## src/verilog/gtimer_pkg.sv

```systemverilog
// constants, types and helpers for the general timer channel
// assumes one 200 MHz system clock; control bits arrive as plain ports
// Operation
// - every channel has a 16-bit counter and reload register, running independently
// - channels share no counting state; one channel never disturbs another
// - mode register bits 0 and 1 pick timer, event, one-shot or pwm mode; here one-shot and pwm only hold the counter
// - timer mode counts down on undivided, div-8, div-32 or subclock div-32 ticks
// - timer underflow reloads the counter and raises the interrupt request
// - timer with value n underflows once every n+1 source ticks
// - counting only while start flag is 1; clearing it holds the value
// - stopped write loads reload and counter; running write loads reload only
// - the live counter value is always readable
// - timer gate function lets count input pin level enable counting
// - timer pulse output inverts the output pin on every underflow
// - event source: pin edge, second-group timer two flow, other timer flow
// - channels 0 and 1 single-phase only; two-phase decoding lives elsewhere
// - event direction from software bit or output pin used as input
// - event ratio is 1/(ffff-n+1) counting up, 1/(n+1) counting down
// - event reload type reloads on overflow or underflow and raises request
// - free-run wraps without reload yet still raises the request
// - event pulse output inverts the output pin on overflow or underflow
// - mode field 01 selects event counter mode
// - count-type bit: 0 reload, 1 free-run in event mode
package gtimer_pkg;
  localparam int unsigned   CNT_W       = 16;
  localparam int unsigned   MR_W        = 8;
  localparam logic [15:0]   CNT_MAX     = 16'hffff;
  localparam logic [15:0]   CNT_ZERO    = 16'h0000;
  localparam logic [7:0]    MR_RESET    = 8'h00;
  // mode register field positions
  localparam int unsigned   MR_MODE_LO  = 0;
  localparam int unsigned   MR_MODE_HI  = 1;
  localparam int unsigned   MR_PULSE    = 2;
  localparam int unsigned   MR_GATE_EDG = 3;
  localparam int unsigned   MR_LVL_DIR  = 4;
  localparam int unsigned   MR_COUNT_TY = 6;
  localparam int unsigned   MR_CLK_HI   = 7;
  typedef enum logic [1:0] {
    MODE_TIMER   = 2'b00,
    MODE_EVENT   = 2'b01,
    MODE_ONESHOT = 2'b10,
    MODE_PWM     = 2'b11
  } mode_t;
  typedef enum logic [1:0] {ST_STOP = 2'b01, ST_RUN = 2'b10} run_t;
  localparam logic [1:0]    CLK_UNDIV   = 2'h0;
  localparam logic [1:0]    CLK_DIV8    = 2'h1;
  localparam logic [1:0]    CLK_DIV32   = 2'h2;
  localparam logic [1:0]    CLK_SUB32   = 2'h3;
  localparam logic [1:0]    SRC_PIN     = 2'h0;
  localparam logic [1:0]    SRC_SECOND  = 2'h1;
  localparam logic [1:0]    SRC_OTHER   = 2'h2;
  // prescaler ratios
  localparam int unsigned   DIV8        = 8;
  localparam int unsigned   DIV32       = 32;
  localparam logic [4:0]    DIV8_LAST   = 5'(DIV8 - 1);
  localparam logic [4:0]    DIV32_LAST  = 5'(DIV32 - 1);
  // one count step up or down
  function automatic logic [15:0] count_step(input logic [15:0] c, input logic up);
    count_step = up ? 16'(c + 16'h0001) : 16'(c - 16'h0001);
  endfunction
endpackage

```

## src/verilog/pin_sync.sv

```systemverilog
// two-flop synchroniser with edge detect for one asynchronous pin
// assumes the pin is unrelated to i_clk
`timescale 1ns/1ps
`default_nettype none
module pin_sync (
  // clock and reset
  input  wire logic i_clk,
  input  wire logic i_rstn,
  // asynchronous pin
  input  wire logic i_pin,
  // synchronised level and edges
  output logic      o_level,
  output logic      o_rise,
  output logic      o_fall
);
  typedef struct packed {
    logic meta;
    logic sync;
    logic prev;
    logic [2:0] fill;
  } sync_t;
  sync_t st_q, st_d;

  // meta is read only by sync
  always_comb begin
    st_d      = st_q;
    st_d.meta = i_pin;
    st_d.sync = st_q.meta;
    st_d.prev = st_q.sync;
    st_d.fill = {st_q.fill[1:0], 1'b1}; // full once prev holds a real sample
  end

  always_ff @(posedge i_clk or negedge i_rstn) begin
    if (!i_rstn) begin
      st_q <= '0;
    end else begin
      st_q <= st_d;
    end
  end

  // edges from the settled stages only; none while the stages refill after
  // reset, so a pin idling high gives no false rise
  assign o_level = st_q.sync;
  assign o_rise  = st_q.fill[2] & st_q.sync & ~st_q.prev;
  assign o_fall  = st_q.fill[2] & ~st_q.sync & st_q.prev;
endmodule
`default_nettype wire

```

## src/verilog/clock_prescaler.sv

```systemverilog
// prescaler: div-8 and div-32 of the clock, div-32 of subclock edges
// assumes subclock rises arrive already synchronised, one cycle each
`timescale 1ns/1ps
`default_nettype none
module clock_prescaler (
  // clock and reset
  input  wire logic i_clk,
  input  wire logic i_rstn,
  // synchronised subclock rising edge
  input  wire logic i_sub_rise,
  // one-cycle tick enables
  output logic      o_div8,
  output logic      o_div32,
  output logic      o_sub32
);
  import gtimer_pkg::*;
  typedef struct packed {
    logic [4:0] main;
    logic [4:0] sub;
    logic       d8;
    logic       d32;
    logic       s32;
  } pre_t;
  pre_t st_q, st_d;

  // free-running dividers
  always_comb begin
    st_d      = st_q;
    st_d.main = 5'(st_q.main + 5'h01);
    st_d.d8   = (st_q.main[2:0] == DIV8_LAST[2:0]);
    st_d.d32  = (st_q.main == DIV32_LAST);
    st_d.s32  = i_sub_rise && (st_q.sub == DIV32_LAST);
    if (i_sub_rise) begin
      st_d.sub = 5'(st_q.sub + 5'h01);
    end
  end

  always_ff @(posedge i_clk or negedge i_rstn) begin
    if (!i_rstn) begin
      st_q <= '0;
    end else begin
      st_q <= st_d;
    end
  end

  assign o_div8  = st_q.d8;
  assign o_div32 = st_q.d32;
  assign o_sub32 = st_q.s32;
endmodule
`default_nettype wire

```

## src/verilog/general_timer_channel.sv

```systemverilog
// one 16-bit general timer channel: timer mode and single-phase event mode
// assumes control ports come from logic on i_clk; pins are asynchronous
`timescale 1ns/1ps
`default_nettype none
module general_timer_channel #(
  parameter int unsigned CHANNEL = 0
) (
  // clock and reset
  input  wire logic                        i_clk,
  input  wire logic                        i_rstn,
  // software control
  input  wire logic [gtimer_pkg::MR_W-1:0] i_channel_mode_register,
  input  wire logic [1:0]                  i_event_src,
  input  wire logic                        i_dir_up,
  input  wire logic                        i_start,
  // timer register write
  input  wire logic                        i_wr,
  input  wire logic [gtimer_pkg::CNT_W-1:0] i_wr_data,
  // asynchronous pins
  input  wire logic                        i_count_input_pin,
  input  wire logic                        i_timer_output_pin,
  input  wire logic                        i_subclock,
  // flow pulses of neighbour timers
  input  wire logic                        i_second_group_timer_two_flow,
  input  wire logic                        i_other_first_group_timer_flow,
  // counter state
  output logic [gtimer_pkg::CNT_W-1:0]     o_count,
  output logic [gtimer_pkg::CNT_W-1:0]     o_reload,
  output logic                             o_running,
  // events
  output logic                             o_irq,
  output logic                             o_flow,
  // output pin
  output logic                             o_timer_output_pin,
  output logic                             o_timer_output_pin_oe
);
  import gtimer_pkg::*;

  typedef struct packed {
    run_t        run;
    logic [15:0] cnt;
    logic [15:0] rld;
    logic        irq;
    logic        flow;
    logic        tog;
    logic        oe;
  } state_t;
  state_t st_q, st_d;

  logic       in_level;
  logic       in_rise;
  logic       in_fall;
  logic       dir_level;
  logic       sub_rise;
  logic       tick_div8;
  logic       tick_div32;
  logic       tick_sub32;
  mode_t      mode;
  logic [1:0] clk_sel;
  logic       pulse_en;
  logic       gate_en;
  logic       edge_rising;
  logic       gate_high;
  logic       dir_from_pin;
  logic       freerun;
  logic       running;
  logic       presc_tick;
  logic       gate_ok;
  logic       pin_ev;
  logic       ev_tick;
  logic       tick;
  logic       up;
  logic       hit;
  logic       reload_on_hit;
  logic [15:0] rld_src;

  // pin synchronisers
  pin_sync u_sync_count (
    .i_clk   (i_clk),
    .i_rstn  (i_rstn),
    .i_pin   (i_count_input_pin),
    .o_level (in_level),
    .o_rise  (in_rise),
    .o_fall  (in_fall)
  );

  pin_sync u_sync_dir (
    .i_clk   (i_clk),
    .i_rstn  (i_rstn),
    .i_pin   (i_timer_output_pin),
    .o_level (dir_level),
    .o_rise  (),
    .o_fall  ()
  );

  pin_sync u_sync_sub (
    .i_clk   (i_clk),
    .i_rstn  (i_rstn),
    .i_pin   (i_subclock),
    .o_level (),
    .o_rise  (sub_rise),
    .o_fall  ()
  );

  // count source prescaler
  clock_prescaler u_presc (
    .i_clk      (i_clk),
    .i_rstn     (i_rstn),
    .i_sub_rise (sub_rise),
    .o_div8     (tick_div8),
    .o_div32    (tick_div32),
    .o_sub32    (tick_sub32)
  );

  // mode register fields
  assign mode         = mode_t'(i_channel_mode_register[MR_MODE_HI:MR_MODE_LO]);
  assign pulse_en     = i_channel_mode_register[MR_PULSE];
  assign gate_en      = i_channel_mode_register[MR_GATE_EDG];
  assign edge_rising  = i_channel_mode_register[MR_GATE_EDG];
  assign gate_high    = i_channel_mode_register[MR_LVL_DIR];
  assign dir_from_pin = i_channel_mode_register[MR_LVL_DIR];
  assign freerun      = i_channel_mode_register[MR_COUNT_TY];
  assign clk_sel      = i_channel_mode_register[MR_CLK_HI:MR_COUNT_TY];
  assign running      = (st_q.run == ST_RUN);

  // timer count source select
  always_comb begin
    presc_tick = 1'b0;
    unique case (clk_sel)
      CLK_UNDIV: presc_tick = 1'b1;
      CLK_DIV8:  presc_tick = tick_div8;
      CLK_DIV32: presc_tick = tick_div32;
      CLK_SUB32: presc_tick = tick_sub32;
    endcase
  end

  // gate on pin level, active level selectable
  assign gate_ok = !gate_en || (in_level == gate_high);
  assign pin_ev  = edge_rising ? in_rise : in_fall;

  // event count source select
  always_comb begin
    ev_tick = 1'b0;
    unique case (i_event_src)
      SRC_PIN:    ev_tick = pin_ev;
      SRC_SECOND: ev_tick = i_second_group_timer_two_flow;
      SRC_OTHER:  ev_tick = i_other_first_group_timer_flow;
      default:    ev_tick = 1'b0;
    endcase
  end

  // per-mode tick, direction and reload behaviour
  always_comb begin
    tick          = 1'b0;
    up            = 1'b0;
    reload_on_hit = 1'b1;
    unique case (mode)
      MODE_TIMER: begin
        tick = presc_tick && gate_ok;
      end
      MODE_EVENT: begin
        tick          = ev_tick;
        up            = dir_from_pin ? dir_level : i_dir_up;
        reload_on_hit = !freerun;
      end
      MODE_ONESHOT: begin
        tick = 1'b0;
      end
      MODE_PWM: begin
        tick = 1'b0;
      end
    endcase
  end

  // overflow at ffff counting up, underflow at 0 counting down
  assign hit     = (st_q.cnt == (up ? CNT_MAX : CNT_ZERO));
  assign rld_src = i_wr ? i_wr_data : st_q.rld;

  // next state of the channel
  always_comb begin
    st_d      = st_q;
    st_d.irq  = 1'b0;
    st_d.flow = 1'b0;
    st_d.run  = i_start ? ST_RUN : ST_STOP;
    st_d.oe   = pulse_en && !(mode == MODE_EVENT && dir_from_pin);
    if (i_wr) begin
      st_d.rld = i_wr_data;
      if (!running) begin
        st_d.cnt = i_wr_data;
      end
    end
    if (running && tick) begin
      if (hit) begin
        st_d.irq  = 1'b1;
        st_d.flow = 1'b1;
        if (pulse_en) begin
          st_d.tog = ~st_q.tog;
        end
        if (reload_on_hit) begin
          st_d.cnt = rld_src;
        end else begin
          st_d.cnt = count_step(st_q.cnt, up);
        end
      end else begin
        st_d.cnt = count_step(st_q.cnt, up);
      end
    end
  end

  // state register, cleared to stopped with zero count and reload
  always_ff @(posedge i_clk or negedge i_rstn) begin
    if (!i_rstn) begin
      st_q <= '{run: ST_STOP, cnt: CNT_ZERO, rld: CNT_ZERO, default: 1'b0};
    end else begin
      st_q <= st_d;
    end
  end

  // outputs straight from the state register
  assign o_count               = st_q.cnt;
  assign o_reload              = st_q.rld;
  assign o_running             = st_q.run[1];
  assign o_irq                 = st_q.irq;
  assign o_flow                = st_q.flow;
  assign o_timer_output_pin    = st_q.tog;
  assign o_timer_output_pin_oe = st_q.oe;
endmodule
`default_nettype wire

```

## config.mk

```make
export PLATFORM = sky130hd
export DESIGN_NAME = general_timer_channel
export DESIGN_NICKNAME = d
export VERILOG_FILES = /design/src/verilog/gtimer_pkg.sv /design/src/verilog/pin_sync.sv /design/src/verilog/clock_prescaler.sv /design/src/verilog/general_timer_channel.sv
export SDC_FILE = /design/constraint.sdc
export NUM_CORES = 1
export LEC_CHECK = 0
export ABC_AREA = 1
export BUFFER_PORTS_ARGS = -buffer_cell sky130_fd_sc_hd__buf_2
export CAP_MARGIN = 20
export CORE_UTILIZATION = 45
export DETAILED_ROUTE_END_ITERATION = 8
export PLACE_DENSITY = 0.66
export SYNTH_ARGS = -nofsm -noshare
export SYNTH_HDL_FRONTEND = slang
export SYNTH_SLANG_ARGS = --single-unit
```

## constraint.sdc

```tcl
create_clock -name i_clk -period 2.6 [get_ports i_clk]
set_input_delay 0.26 -clock i_clk [delete_from_list [all_inputs] [get_ports i_clk]]
set_output_delay 0.26 -clock i_clk [all_outputs]
set_load 0.005 [all_outputs]
```

# Word-level counts from Yosys, hierarchy flattened
# Cells that the tools add are included.
# classes
n_addsub,4
eq_ne,15
muxes,19
bitwise,10
reduce_logical,16
# op_table
cell,n
$mux 16,7
$mux 32,1
$add 16x1->16 const B,1
$eq 16x16->1,1
$sub 16x1->16 const B,1
$eq 2x2->1 const B,6
$add 5x1->5 const B,2
$eq 5x5->1 const B,2
$and 1x1->1,6
$eq 2x1->1 const B,3
$logic_not 2->1,3
$mux 3,2
$pmux 1 s3,2
$logic_and 1x1->1,5
$mux 1,5
$not 1->1,4
$pmux 1 s4,1
$eq 3x3->1 const B,1
$logic_not 1->1,3
$reduce_and 3->1,1
$mux 2,1
$ne 2x1->1 const B,1
$reduce_and 2->1,1
$reduce_bool 2->1,1
3 further kinds,3
# word_totals
reg_bits,65
inputBits,36
output_inout_bits,37
word_cells,86

# Longest topological paths before layout
# logic_depth
word_depth,9
ltp_mapped,16
mapped_depth_nobuf,16

# Cells and area by module
# Synthesis repeated with hierarchy kept, for this count alone.
# hier_totals
hier_cells,595
area_unflattened_um2,4491.8
# modules_own_cells
module,instances,cells_each,area_per_inst_um2,seq_area_each_um2
general_timer_channel,1,516,3454.6,927.1
clock_prescaler,1,46,530.5,325.3
pin_sync,3,11,168.9,150.1

# Worst setup path before layout
# Ideal clock, no wire load.
# synth_path
kind,input-to-reg
startpoint,input port i_channel_mode_register[0] (netlist name)
endpoint,"register st_q, in the netlist o_count[11]"
setup_ns,0.124
arrival_ns,2.021
required_ns,2.476
setup_slack_ns,0.455
cell_stages,14
n_path_buf,1
cell_sequence,inv_1 > nor2_2 > nand2_2 > ha_1 > nand2_2 > nor2_2 > nand2_2 > nor2_4 > nand3_4 > buf_6 > nor2_1 > nor2_1 > nand2_1 > a21oi_2
# synth_between
elab_chain_cells,6
elab_cells_between_ends,18
classes_between,5 x eq/ne; 8 x mux; 5 x reduce/logical
# synth_lines
element,line,rtl
from (decl),general_timer_channel.sv:12,"input wire logic [gtimer_pkg::MR_W-1:0] i_channel_mode_register,"
$eq 2x1->1 / $eq 2x2->1 (equally long branches),general_timer_channel.sv:157,unique case (mode)
$mux 1 / $reduce_or 2->1 (equally long branches),--,
"$mux 16, or another cell as far along",general_timer_channel.sv:176,assign hit = (st_q.cnt == (up ? CNT_MAX : CNT_ZERO));
"$eq 16x16->1, or another cell as far along",general_timer_channel.sv:176,
"$mux 16, or another cell as far along",general_timer_channel.sv:193,if (hit) begin
$mux 16 / $reduce_and 2->1 (equally long branches),--,
to (signal assigned),general_timer_channel.sv:215,st_q <= st_d;
to (decl),general_timer_channel.sv:48,"state_t st_q, st_d;"
# Several ways; a longest one is shown, not always the timed one.
# A chain may end at the register's enable or synchronous reset.

# Worst setup path after layout
# layout_path
startpoint,"register u_sync_dir.st_q, in the netlist u_sync_dir.o_level"
endpoint,"register st_q, in the netlist o_count[9]"
# layout_between
elab_chain_cells,6
elab_cells_between_ends,8
classes_between,1 x eq/ne; 7 x mux
# layout_lines
element,line,rtl
from (decl),pin_sync.sv:22,"sync_t st_q, st_d;"
from (signal assigned),pin_sync.sv:37,st_q <= st_d;
$mux 1 (*),general_timer_channel.sv:163,up = dir_from_pin ? dir_level : i_dir_up;
$mux 1 (*),general_timer_channel.sv:157,
$mux 16 (on tied branches),"general_timer_channel.sv:176, gtimer_pkg.sv:59",
$eq 16x16->1 / $mux 16 (equally long branches),"general_timer_channel.sv:176, general_timer_channel.sv:199",
$mux 16 (*),general_timer_channel.sv:193,
$mux 16 (*),general_timer_channel.sv:192,if (running && tick) begin
# Every way passes the cells marked *; elsewhere a longest branch is shown, timed or not.

==> impl_results.md <==
- Area of the core: between 8000 and 9000 um^2
- Syn_area_per_cell: a little over 7 um^2
- Crit-path cells: nand2_1 > nand2_1 > nand2_2 > buf_12 > ha_1 > nand2_1 > nor2_1 > nand2_2 > nor2_4 > nand3_4 > nand3_1 > nand3_1 > a21oi_1
- Critical path class: register to register
- Largest area contributor in the netlist: dfrtp_1
- Internal: around 1.9 mW
- Area share of fa/ha/maj cells after synthesis: under 10%
- Asr flop ratio synth: between 90% and 100%
- Tot GR Track Use: around 22%
- Failing checks: design-rule violations
- DR top layer: met4
- Chip Height: slightly below 100 um
- M1 wire length: around 4500 um
- Clock tree from TritonCTS: done
- Critical Path Fanout Max: 20
- RSZ-0062 raised after global routing: false
- Setup tns final: 0 ns
- Synth cell count leaders: nand2_1 (196), inv_1 (93), dfrtp_1 (60)
- Die width: about 98 um
- Synth Cell Area: between 4000 and 5000 um^2
- Post-synthesis register bit count: 61
- Netlist cell types: 31
- DRT Pass-1 Iters: 7
- Post-Synthesis Cells: roughly 600
- Area contributors post-synth: dfrtp_1 (36%), nand2_1 (18%), inv_1 (8.4%), ha_1 (7.6%), buf_4 (6.2%)
- Seq/Total Area, Yosys: roughly 37%
- Initial antenna violation count: 0
- Crit. End Element: register
- Via count: 3,665
- Layout cells sized above 1: between 10% and 20%
- Design Area, Final: 4700 um^2
- Combinational share of power: 32.6%
- Sw frac: between 30% and 40%
- Rel. slew slack: approximately three fifths
- Global-route wire length before repair: approximately 17,000 um
- Slowest stage cell, crit path: dfrtp_1
- ANT cells: 0
- Number of global-route vias before repair: 3,872
- Ys Warns: 0
- Synth Area in Simple Gates: 31.40%
- Skew-Pair Late Insertion Delay: 0.34 ns
- Crit. Startpoint: u_sync_dir.o_level$_DFF_PN0_
- Clk_skew: between 0.01 and 0.015 ns
- Worst reg2reg startpoint: u_sync_dir.o_level$_DFF_PN0_
- DR WL met2: roughly 4600 um
- EDFF count, synth: 0
- P_sw: 1.074 mW
- Wirelength, routed: roughly 9800 um
- Critical path required time: around 2.9 ns
- Max IR drop VDD: about 370 uV
- Synth top area share: between 30 and 40%
- Synth Net Count: roughly 650
- Seq pwr share: slightly below 40%
- Status: finished with violations
- Multiplexer share of the synthesized area: 0%
- Remaining DRCs: 3
- Max-slew violation count: 0
- Starting Density: 47.02%
- Sink Count: 61
- Most used cell, CP: nand2_1
- Main combinational cell family by area after synthesis: simple AND/OR/NAND/NOR gates
- Placer Congestion: 0.8989
- I/O Pins: 73
- Max Buffers Root-to-Sink: 2
- Count leader, synth: nand2_1
- Final setup violation count: 0
- CP startpoint kind: register
- WL met3: between 500 and 600 um
- Grt total ovfl: 0
- Max-Cap Viols: 0
- Min Tclk post-route: 2.324 ns
- Xor and xnor area share after synthesis: roughly 1.5%
- CP peak stage delay: roughly 0.34 ns
- Die ar.: 9588 um^2
- CTS H-tree depth: 3
- Largest net degree at the start of global routing: 62
- Pwr dens: 629.6 nW/um^2
- Wire length per cell: about 13 um
- Worst min path class: input pin to register
- Synth Area in Compound Gates: between 5 and 6%
- Final cycle utilization of the critical path: about nine tenths
- CP Data Arrival Time: between 2 and 3 ns
- Worst Tran Pin Value: about 0.61 ns
- Total chip power: 2.959 mW
- Clock root buffer: clkbuf_8
- Fmax: 0.4304 GHz
- Clock share of power: between 20 and 30%
- CTS Buf Count: 9
- Placed Area: 4481 um^2
- Vias per cell: just under 5
- DRT iter0 DRCs: ~160
- Antenna-violating nets left: 0
- Synth-to-layout area growth: 13.51%
- Worst min-delay path startpoint: i_subclock
- Ys flop type: dfrtp_1
- IO Port Bufs: between 70 and 80
- Final-stage net count: 707
- Clock slew at reported path FFs: 0.08 ns
- Lkg Pwr: 2.746 nW
- Final Hold Viols: 0
- Post-CTS setup repair buffer count: 0
- DP HPWL: roughly 7500 um
- Site Rows: 34
[power groups by stage]
stage	logic, mW	clock network, mW	registers (mW)
after global placement	0.947	0	1.15
final	0.964	0.857	1.14
after global routing	1.12	0.917	1.15
after detailed placement	0.959	0	1.16
after CTS	0.968	0.879	1.14
after floorplan	0.727	0	1.13
[state kept, by name, indices dropped and copies added, names as in the netlist, 2 cells and up]
| signal | flops |
|---|---|
| o_count | 16 |
| u_presc.st_q | 10 |
| o_reload | 16 |
| u_sync_sub.st_d | 3 |
| u_sync_count.st_q | 2 |
[final cells by class]
cell class / count / area, um^2
Tap cell: 108 / 135.1
Fill cell: 895 / 4106
Sequential cell: 61 / 1528
Timing Repair Buffer: 92 / 543.0
Inverter: 94 / 352.8
Clock inverter: 7 / 75.07
Clock buffer: 9 / 123.9
Multi-Input combinational cell: 387 / 1942
[worst paths after layout]
path	endpoint	slack, ns	cells past startpoint
max in group asynchronous	st_q[36]$_DFF_PN1_	1.84	3
worst max register to register	o_count[9]$_DFFE_PN0P_	0.28	13
worst min register to register	u_sync_count.o_level$_DFF_PN0_	0.35	0
worst min-delay path	u_sync_sub.st_d[4]$_DFF_PN0_	0.02	1
worst max-delay path	o_count[9]$_DFFE_PN0P_	0.28	13
min in group asynchronous	u_sync_sub.st_d[4]$_DFF_PN0_	0.45	3
[cell usage in the layout, fill, tap and decap left out]
cell type	n
nand2_1	196
a21oi_2	6
xor2_1	5
ha_1	25
nor2_1	45
bufinv_16	1
a21boi_0	1
clkinv_2	1
nor2_4	1
inv_6	1
nand2_2	4
nand3_1	43
dfstp_2	1
nand3_4	1
a21oi_1	20
nor2_2	2
conb_1	1
buf_4	17
nand3b_1	2
nand4_1	13
buf_12	2
clkinvlp_4	3
inv_2	1
dlygate4sd3_1	2
fa_1	1
and2_1	2
clkbuf_8	9
xnor2_1	2
o21ai_2	1
o21ai_0	15
nor3_1	1
dfrtp_1	60
inv_1	93
clkinv_4	1
buf_2	71
[worst max-delay path: cells and delay by family, from the launching register on]
kind | cells | cell delay (ns)
and+or+nand+nor | 10 | 1.29
buffers and inverters | 1 | 0.15
adders and majority gates | 1 | 0.33
DFF | 1 | 0.34
AOI/OAI and AO/OA | 1 | 0.14
[through the flow]
stage	instances	hold WS (ns)	util, %	setup slack (ns)
CTS	757	0.005301	53.25	0.2644
floorplan	585	-0.03559	-	0.4548
finish	758	0.02127	53.37	0.2764
detailed placement	740	0.2960	50.88	0.1548
global route	758	0.001870	53.37	0.06992
global placement	740	0.2914	50.88	0.1935
[cell families (layout without fill, tap and decap cells)]
family,after synthesis,after routing
simple gates,310,310
flops,61,61
xor+xnor,7,7
buf+inv,137,202
fa+ha+maj,26,26
compound gates,43,43
other cells,1,1
[timing repair]
action                                 in CTS  in global routing
hold buffers                                1                  1
setup endpoints to repair                   0                  0
endpoints found under the hold margin      60                  1
gates resized for setup                     0                  0
[metal layers]
layer	vias to the layer above	track usage, %
met3	10	5.154
li1	1896	-
met2	88	37.05
met1	1671	28.92
met5	-	0
met4	0	8.042
No activity file was read; power rests on OpenSTA's default activity.
